$ cat config.mk
export PLATFORM = sky130hd
export DESIGN_NAME = adcf_top
export DESIGN_NICKNAME = d
export VERILOG_FILES = /design/src/core/adcf_top.v /design/src/core/adcf_clkdiv.v
export VERILOG_INCLUDE_DIRS = /design/src /design/src/core
export SDC_FILE = /design/constraint.sdc
export NUM_CORES = 1
export LEC_CHECK = 0
export ABC_CLOCK_PERIOD_IN_PS = 3100
export BUFFER_PORTS_ARGS = -buffer_cell sky130_fd_sc_hd__buf_2
export CAP_MARGIN = 25
export CORE_MARGIN = 8
export CORE_UTILIZATION = 51
export CTS_CLUSTER_DIAMETER = 80
export DETAILED_ROUTE_END_ITERATION = 8
export GPL_ROUTABILITY_DRIVEN = 0
export HOLD_SLACK_MARGIN = 0.06
export PLACE_DENSITY = 0.91
export SYNTH_ARGS = -nofsm -noshare
export SYNTH_HDL_FRONTEND = slang
export SYNTH_HIERARCHICAL = 1
export SYNTH_SLANG_ARGS = --single-unit
export TNS_END_PERCENT = 20
$ cat constraint.sdc
create_clock -name core_clk_i -period 3.1 [get_ports core_clk_i]
set_input_delay 0.155 -clock core_clk_i [delete_from_list [all_inputs] [get_ports core_clk_i]]
set_output_delay 0.155 -clock core_clk_i [all_outputs]
set_load 0.02 [all_outputs]
$ cat src/core/adcf_map.vh
// register map, field positions and reset values of the converter
// configuration and result formatting block; definitions only
`ifndef ADCF_MAP_VH
`define ADCF_MAP_VH

`define ADCF_OFS_CONFIG 4'h0
`define ADCF_OFS_RES_HIGH 4'h4
`define ADCF_OFS_RES_LOW 4'h8
`define ADCF_OFS_STATUS 4'hc

`define ADCF_CFG_FMT_BIT 7
`define ADCF_CFG_CLK_HI 6
`define ADCF_CFG_CLK_LO 4
`define ADCF_CFG_NREF_BIT 2
`define ADCF_CFG_PREF_HI 1
`define ADCF_CFG_PREF_LO 0
`define ADCF_CFG_WMASK 8'hf7
`define ADCF_CFG_RESET 8'h00

`define ADCF_STAT_BUSY_BIT 1

`define ADCF_CLK_DIV2 3'h0
`define ADCF_CLK_DIV8 3'h1
`define ADCF_CLK_DIV32 3'h2
`define ADCF_CLK_RC 3'h3
`define ADCF_CLK_DIV4 3'h4
`define ADCF_CLK_DIV16 3'h5
`define ADCF_CLK_DIV64 3'h6

`define ADCF_PREF_SUPPLY 2'h0
`define ADCF_PREF_RSVD 2'h1
`define ADCF_PREF_EXT 2'h2
`define ADCF_PREF_FIXED 2'h3

`define ADCF_RESULT_WIDTH 10

`endif

$ cat src/core/adcf_top.v
// converter configuration register and result formatting with an
// avalon-mm slave; assumes the sequencer pulses done_i with its result
`timescale 1ns/1ps
`default_nettype none
`include "adcf_map.vh"

// Contract
// RQ1: left format: high holds result 9..2
// RQ2: left format: low 7..6 hold result 1..0
// RQ3: left format: low 5..0 reserved
// RQ4: right format: high 1..0 hold result 9..8
// RQ5: right format: high 7..2 reserved
// RQ6: right format: low holds result 7..0
// RQ7: format select is config bit 7
// RQ8: clock select bits 6..4, 011 rc
// RQ9: codes 001/8, 010/32, 100/4, 101/16
// RQ10: negative reference bit 2, clear means ground
// RQ11: positive reference 00 supply, 10 external pin
// RQ12: unimplemented bits read zero, ignore writes
// RQ13: config clears on reset; results keep
// RQ14: busy clears when conversion completes
// RQ15: both results written in one cycle
// RQ16: positive reference 11 selects fixed reference
module adcf_top (
   input wire core_clk_i,
   input wire rst_i,
   input wire [3:0] avs_address,
   input wire avs_read,
   input wire avs_write,
   input wire [31:0] avs_writedata,
   input wire [3:0] avs_byteenable,
   output reg [31:0] avs_readdata,
   output reg avs_waitrequest,
   input wire start_i,
   input wire done_i,
   input wire [9:0] result_i,
   input wire rc_tick_i,
   output reg conv_tick_o,
   output reg busy_o,
   output reg neg_ref_vss_o,
   output reg [1:0] pos_ref_sel_o,
   output reg pos_ref_valid_o
);
   reg [7:0] cfg_r;
   reg [7:0] cfg_nxt;
   reg [7:0] res_high_r;
   reg [7:0] res_high_nxt;
   reg [7:0] res_low_r;
   reg [7:0] res_low_nxt;
   reg busy_r;
   reg busy_nxt;
   reg ack_r;
   reg ack_nxt;
   reg wait_nxt;
   reg [31:0] rdata_nxt;
   reg [7:0] rd_byte;
   reg [7:0] fmt_high;
   reg [7:0] fmt_low;
   reg conv_tick_nxt;
   reg neg_ref_vss_nxt;
   reg [1:0] pos_ref_sel_nxt;
   reg pos_ref_valid_nxt;
   wire div_tick;
   wire req;
   wire take;
   wire wr_lane0;
   wire wr_cfg;
   wire wr_high;
   wire wr_low;
   wire load_res;
   wire fmt_right;
   wire [2:0] clk_sel;
   wire [1:0] pref_code;

   // one comparator shape for both the read mux and the write strobes
   function hit;
      input [3:0] addr;
      input [3:0] ofs;
      begin
         hit = (addr == ofs);
      end
   endfunction

   // high result byte; reserved bits are loaded as zero
   function [7:0] place_high;
      input right;
      input [9:0] res;
      begin
         if (right) begin
            place_high = {6'h00, res[9:8]}; // [RQ4] [RQ5]
         end else begin
            place_high = res[9:2]; // [RQ1]
         end
      end
   endfunction

   function [7:0] place_low;
      input right;
      input [9:0] res;
      begin
         if (right) begin
            place_low = res[7:0]; // [RQ6]
         end else begin
            place_low = {res[1:0], 6'h00}; // [RQ2] [RQ3]
         end
      end
   endfunction

   // reserved code 01 is passed through but flagged as not valid
   function ref_code_ok;
      input [1:0] code;
      begin
         ref_code_ok = (code != `ADCF_PREF_RSVD);
      end
   endfunction

   // status byte: only the busy bit is live, the rest read zero
   function [7:0] status_byte;
      input busy;
      begin
         status_byte = 8'h00;
         status_byte[`ADCF_STAT_BUSY_BIT] = busy;
      end
   endfunction

   assign req = avs_read | avs_write;
   assign take = req & ~ack_r;
   assign wr_lane0 = avs_write & avs_byteenable[0] & ~ack_r;
   assign wr_cfg = wr_lane0 & hit(avs_address, `ADCF_OFS_CONFIG);
   assign wr_high = wr_lane0 & hit(avs_address, `ADCF_OFS_RES_HIGH);
   assign wr_low = wr_lane0 & hit(avs_address, `ADCF_OFS_RES_LOW);
   assign load_res = done_i & busy_r;
   assign fmt_right = cfg_r[`ADCF_CFG_FMT_BIT]; // [RQ7]
   assign clk_sel = cfg_r[`ADCF_CFG_CLK_HI:`ADCF_CFG_CLK_LO];
   assign pref_code = cfg_r[`ADCF_CFG_PREF_HI:`ADCF_CFG_PREF_LO];

   adcf_clkdiv u_div (
      .core_clk_i(core_clk_i),
      .rst_i(rst_i),
      .sel_i(clk_sel),
      .rc_tick_i(rc_tick_i),
      .tick_o(div_tick)
   );

   // arrange the incoming result per the format bit at completion
   always @* begin
      fmt_high = place_high(fmt_right, result_i);
      fmt_low = place_low(fmt_right, result_i);
   end

   always @* begin
      if (hit(avs_address, `ADCF_OFS_CONFIG)) begin
         rd_byte = cfg_r & `ADCF_CFG_WMASK; // [RQ12]
      end else if (hit(avs_address, `ADCF_OFS_RES_HIGH)) begin
         rd_byte = res_high_r;
      end else if (hit(avs_address, `ADCF_OFS_RES_LOW)) begin
         rd_byte = res_low_r;
      end else if (hit(avs_address, `ADCF_OFS_STATUS)) begin
         rd_byte = status_byte(busy_r);
      end else begin
         rd_byte = 8'h00; // [RQ12]
      end
   end

   // one wait cycle per access; ack_r blocks a second take of the
   // same request while the master still holds it after the answer
   always @* begin
      ack_nxt = take;
      wait_nxt = ~take;
      rdata_nxt = {24'h00_0000, rd_byte};
   end

   always @(posedge core_clk_i) begin
      if (rst_i) begin
         ack_r <= 1'b0;
      end else begin
         ack_r <= ack_nxt;
      end
   end

   always @(posedge core_clk_i) begin
      if (rst_i) begin
         avs_waitrequest <= 1'b1;
      end else begin
         avs_waitrequest <= wait_nxt;
      end
   end

   always @(posedge core_clk_i) begin
      if (rst_i) begin
         avs_readdata <= 32'h0000_0000;
      end else begin
         avs_readdata <= rdata_nxt;
      end
   end

   always @* begin
      cfg_nxt = cfg_r;
      if (wr_cfg) begin
         cfg_nxt = avs_writedata[7:0] & `ADCF_CFG_WMASK; // [RQ12]
      end
   end

   // config clears on every reset
   always @(posedge core_clk_i) begin
      if (rst_i) begin
         cfg_r <= `ADCF_CFG_RESET; // [RQ13]
      end else begin
         cfg_r <= cfg_nxt;
      end
   end

   // completion beats a software write to the same register
   always @* begin
      res_high_nxt = res_high_r;
      res_low_nxt = res_low_r;
      if (load_res) begin
         res_high_nxt = fmt_high; // [RQ15]
         res_low_nxt = fmt_low; // [RQ15]
      end else begin
         if (wr_high) begin
            res_high_nxt = avs_writedata[7:0];
         end
         if (wr_low) begin
            res_low_nxt = avs_writedata[7:0];
         end
      end
   end

   // results take no reset so they keep their value across one
   always @(posedge core_clk_i) begin
      res_high_r <= res_high_nxt; // [RQ13]
      res_low_r <= res_low_nxt; // [RQ13]
   end

   // completion wins over a new start in the same cycle
   always @* begin
      busy_nxt = busy_r;
      if (done_i) begin
         busy_nxt = 1'b0; // [RQ14]
      end else if (start_i) begin
         busy_nxt = 1'b1;
      end
   end

   always @(posedge core_clk_i) begin
      if (rst_i) begin
         busy_r <= 1'b0;
      end else begin
         busy_r <= busy_nxt;
      end
   end

   always @* begin
      conv_tick_nxt = div_tick & busy_r;
      neg_ref_vss_nxt = ~cfg_r[`ADCF_CFG_NREF_BIT]; // [RQ10]
      pos_ref_sel_nxt = pref_code; // [RQ11] [RQ16]
      pos_ref_valid_nxt = ref_code_ok(pref_code); // [RQ11]
   end

   always @(posedge core_clk_i) begin
      if (rst_i) begin
         conv_tick_o <= 1'b0;
      end else begin
         conv_tick_o <= conv_tick_nxt;
      end
   end

   always @(posedge core_clk_i) begin
      if (rst_i) begin
         busy_o <= 1'b0;
      end else begin
         busy_o <= busy_r;
      end
   end

   always @(posedge core_clk_i) begin
      if (rst_i) begin
         neg_ref_vss_o <= 1'b1;
      end else begin
         neg_ref_vss_o <= neg_ref_vss_nxt;
      end
   end

   always @(posedge core_clk_i) begin
      if (rst_i) begin
         pos_ref_sel_o <= `ADCF_PREF_SUPPLY;
      end else begin
         pos_ref_sel_o <= pos_ref_sel_nxt;
      end
   end

   always @(posedge core_clk_i) begin
      if (rst_i) begin
         pos_ref_valid_o <= 1'b1;
      end else begin
         pos_ref_valid_o <= pos_ref_valid_nxt;
      end
   end
endmodule

`default_nettype wire

$ cat src/core/adcf_clkdiv.v
// conversion clock enable generator: one-cycle pulse every n core cycles
// assumes a single core clock; the rc source is external and only gated
`timescale 1ns/1ps
`default_nettype none
`include "adcf_map.vh"

module adcf_clkdiv (
   input wire core_clk_i,
   input wire rst_i,
   input wire [2:0] sel_i,
   input wire rc_tick_i,
   output reg tick_o
);
   reg [5:0] cnt_r;
   reg [5:0] cnt_nxt;
   reg [5:0] last;

   // divisor minus one for each clock select code
   function [5:0] div_last;
      input [2:0] code;
      begin
         case (code)
            `ADCF_CLK_DIV8: div_last = 6'h07; // [RQ9]
            `ADCF_CLK_DIV32: div_last = 6'h1f; // [RQ9]
            `ADCF_CLK_DIV4: div_last = 6'h03; // [RQ9]
            `ADCF_CLK_DIV16: div_last = 6'h0f; // [RQ9]
            `ADCF_CLK_DIV64: div_last = 6'h3f;
            default: div_last = 6'h01;
         endcase
      end
   endfunction

   always @* begin
      last = div_last(sel_i);
      cnt_nxt = (cnt_r >= last) ? 6'h00 : cnt_r + 6'h01;
   end

   always @(posedge core_clk_i) begin
      if (rst_i) begin
         cnt_r <= 6'h00;
         tick_o <= 1'b0;
      end else begin
         cnt_r <= cnt_nxt;
         if (sel_i == `ADCF_CLK_RC) begin
            tick_o <= rc_tick_i; // [RQ8]
         end else begin
            tick_o <= (cnt_r >= last);
         end
      end
   end
endmodule

`default_nettype wire

==> results.txt <==
Clock power frac: 32.9%
Multi-input gate area: 978 sq um
status: finished, final reports clean
max incr delay on CP: 0.44 ns
CTS-repair resized insts: 0
yosys warns: 6
pin count of the biggest net entering global routing: 27
Net Sw Frac: 26.4%
Die ar.: 0.00675 sq mm
Core Util, Final: 58.7%
die height: 82.2 um
GRT Util Overall: 14.7%
cts bufs inserted: 5
Sequential Power Share: 51.7%
# port buffers: 44
Final Max Tran Viols: 0
area delta synth->final: 12.9%
Max VDD drop: 0.234 mV
top cells by area, synth: dfxtp_1, edfxtp_1, buf_4, mux2i_1, nand2b_1
max-capacitance violation count: 0
startpoint types: flip-flop
Cells after Synth: 216
hold crit path type: in -> reg
Yosys top cell area share: 27.8%
fmax: 0.494 GHz
area leader, netlist: dfxtp_1
Crit Path Max Fanout: 6
Via-to-Cell Ratio: 5.38
# rows: 24
Die W: 82.2 um
dpl hpwl: 3570 um
fraction of final layout cells sized beyond drive strength 1: 22.9%
Max clock buf depth: 2
final net count: 324
CP Cell Sequence: nand3b_1, or3_1, o31ai_1, buf_4
Final WS setup: 1.07 ns
Sequential cell area: 0.00110 sq mm
number of H-tree levels: 2
Antenna diodes: 0
Mapped Area: 0.00223 sq mm
Worst-path clk slew: 0.08 ns
IO Count: 96
Worst Setup End Kind: flip-flop
slowest CP cell: or3_1
Detailed Route Iter0 Violations: 168
post-route ant nets: 0
number of global-route vias before repair: 1580
Comb pwr share: 15.4%
fill count: 379
Tot Pwr: 1.34 mW
Hold Vio Cnt, Final: 0
# setup viols final: 0
initial antenna violation count: 0
worst slew pin tran: 0.679 ns
Leak: 1.08 nW
Netlist cell types: 39
max_slew headroom: 54.4%
DRC: 0
final wirelength: 4790 um
number of synthesized register bits: 47
Core Footprint: 0.00429 sq mm
root buffer cell: clkbuf_8
skew final: 0.0122 ns
Power per Cell Area: 531 mW/mm^2
R2R Setup Slk: 1.07 ns
period utilization: 65.4%
1st-pass router iterations: 4
leading cell type in the layout, fill and taps excluded: buf_2
overflow left after global routing: 0
wire per inst: 15.3 um
Setup Crit Path Kind: reg -> reg
first-pass GRT wire length: 7560 um
most frequent cells in the layout: buf_2, dfxtp_1, conb_1
RSZ-0062 raised after global routing: false
Sum Neg Setup Slack: 0 ns
net switching power: 0.353 mW
WP data required: 3.13 ns
fin crit period: 2.03 ns
Place WS: 1.09 ns
Data arrival, critical path: 2.05 ns
Worst-Skew Late Latency: 0.31 ns
sequential fraction of the synthesis area: 49.3%
Pint: 0.987 mW
CTS tree: yes
Initial Util: 52.0%
clk sinks: 47
Post-Syn Area per Cell: 10.3 sq um
vias: 1690
## area by class of cell
class	instances	share of cell area (%)
clock buffer	6	2.88
clock inverter	2	1.49
inverter	6	0.893
multi-input combinational	154	38.8
sequential	47	43.7
tap	52	2.58
timing repair buffer	47	9.72
## layer usage
layer,GRT usage [%],routed length [um],vias up
li1,-,-,814
met1,18.4,1950,792
met2,23.3,2270,77
met3,5.09,498,7
met4,4.74,74,0
met5,0,0,-
## stage by stage
stage,instances,cell area (sq um),hold WS [ns]
2_1_floorplan,239,2320,0.228
3_3_place_gp,305,2400,0.353
3_5_place_dp,305,2400,0.366
4_1_cts,314,2520,0.0820
5_1_grt,314,2520,0.112
6_report,314,2520,0.0791
## synthesized netlist by cell type, drive strengths merged
master / count
a211oi: 1
a21oi: 12
a22o: 8
and2: 1
and3: 1
buf: 25
clkbuf: 7
conb: 1
dfxtp: 31
edfxtp: 16
ha: 6
inv: 6
mux2i: 10
nand2: 20
nand2b: 15
nand3: 3
nand3b: 2
nand4: 1
nor2: 6
nor2b: 4
nor3: 6
nor3b: 1
o211a: 1
o21ai: 12
o221ai: 7
o22ai: 1
o31ai: 1
o32ai: 1
o41ai: 1
or3: 5
or4: 1
xnor2: 1
xor2: 2
## logic make-up after synthesis
group / after synthesis / share of synthesized area, %
AOI/OAI and AO/OA: 45 / 14.3
and+or+nand+nor: 66 / 16.5
muxes: 10 / 4.48
buffers and inverters: 38 / 10.8
DFF: 47 / 49.3
xor gates and xnor gates: 3 / 1.18
other: 1 / 0.168
adders and majority gates: 6 / 3.36
## registers in the layout, summed over array words and instances, names as in the netlist
register	count
avs_readdata	8
busy_r	1
busy_o	1
res_low_r	8
ack_r	1
pos_ref_valid_o	1
pos_ref_sel_o	2
res_high_r	8
u_div/cnt_r	6
neg_ref_vss_o	1
u_div/tick_o	1
avs_waitrequest	1
conv_tick_o	1
cfg_r	7
## path summary, 6_finish.rpt
check,from,end,cells past startpoint
worst max-delay path,ack_r,res_high_r[0],4
worst min-delay path,avs_read,avs_waitrequest,2
worst max register to register,ack_r,res_high_r[0],4
worst min register to register,u_div/tick_o,conv_tick_o,1
## power by group through the flow
stage / Sequential (mW) / Clock, mW / Combinational, mW
floorplan: 0.709 / 0 / 0.160
global placement: 0.706 / 0 / 0.193
detailed placement: 0.707 / 0 / 0.202
CTS: 0.693 / 0.443 / 0.204
global route: 0.697 / 0.470 / 0.229
finish: 0.693 / 0.440 / 0.206
## repair_timing
action                                 in CTS  in global routing
endpoints found under the hold margin       1                  0
setup buffers                               0                  0
hold buffers                                1                  0
## worst max-delay path: cells and delay by family, from the launching register on
family                 cells  cell delay, ns
and+or+nand+nor            2            0.79
AOI/OAI and AO/OA          1            0.41
DFF                        1            0.31
buffers and inverters      1            0.24
Note: power is estimated with default switching activity, not from simulation.
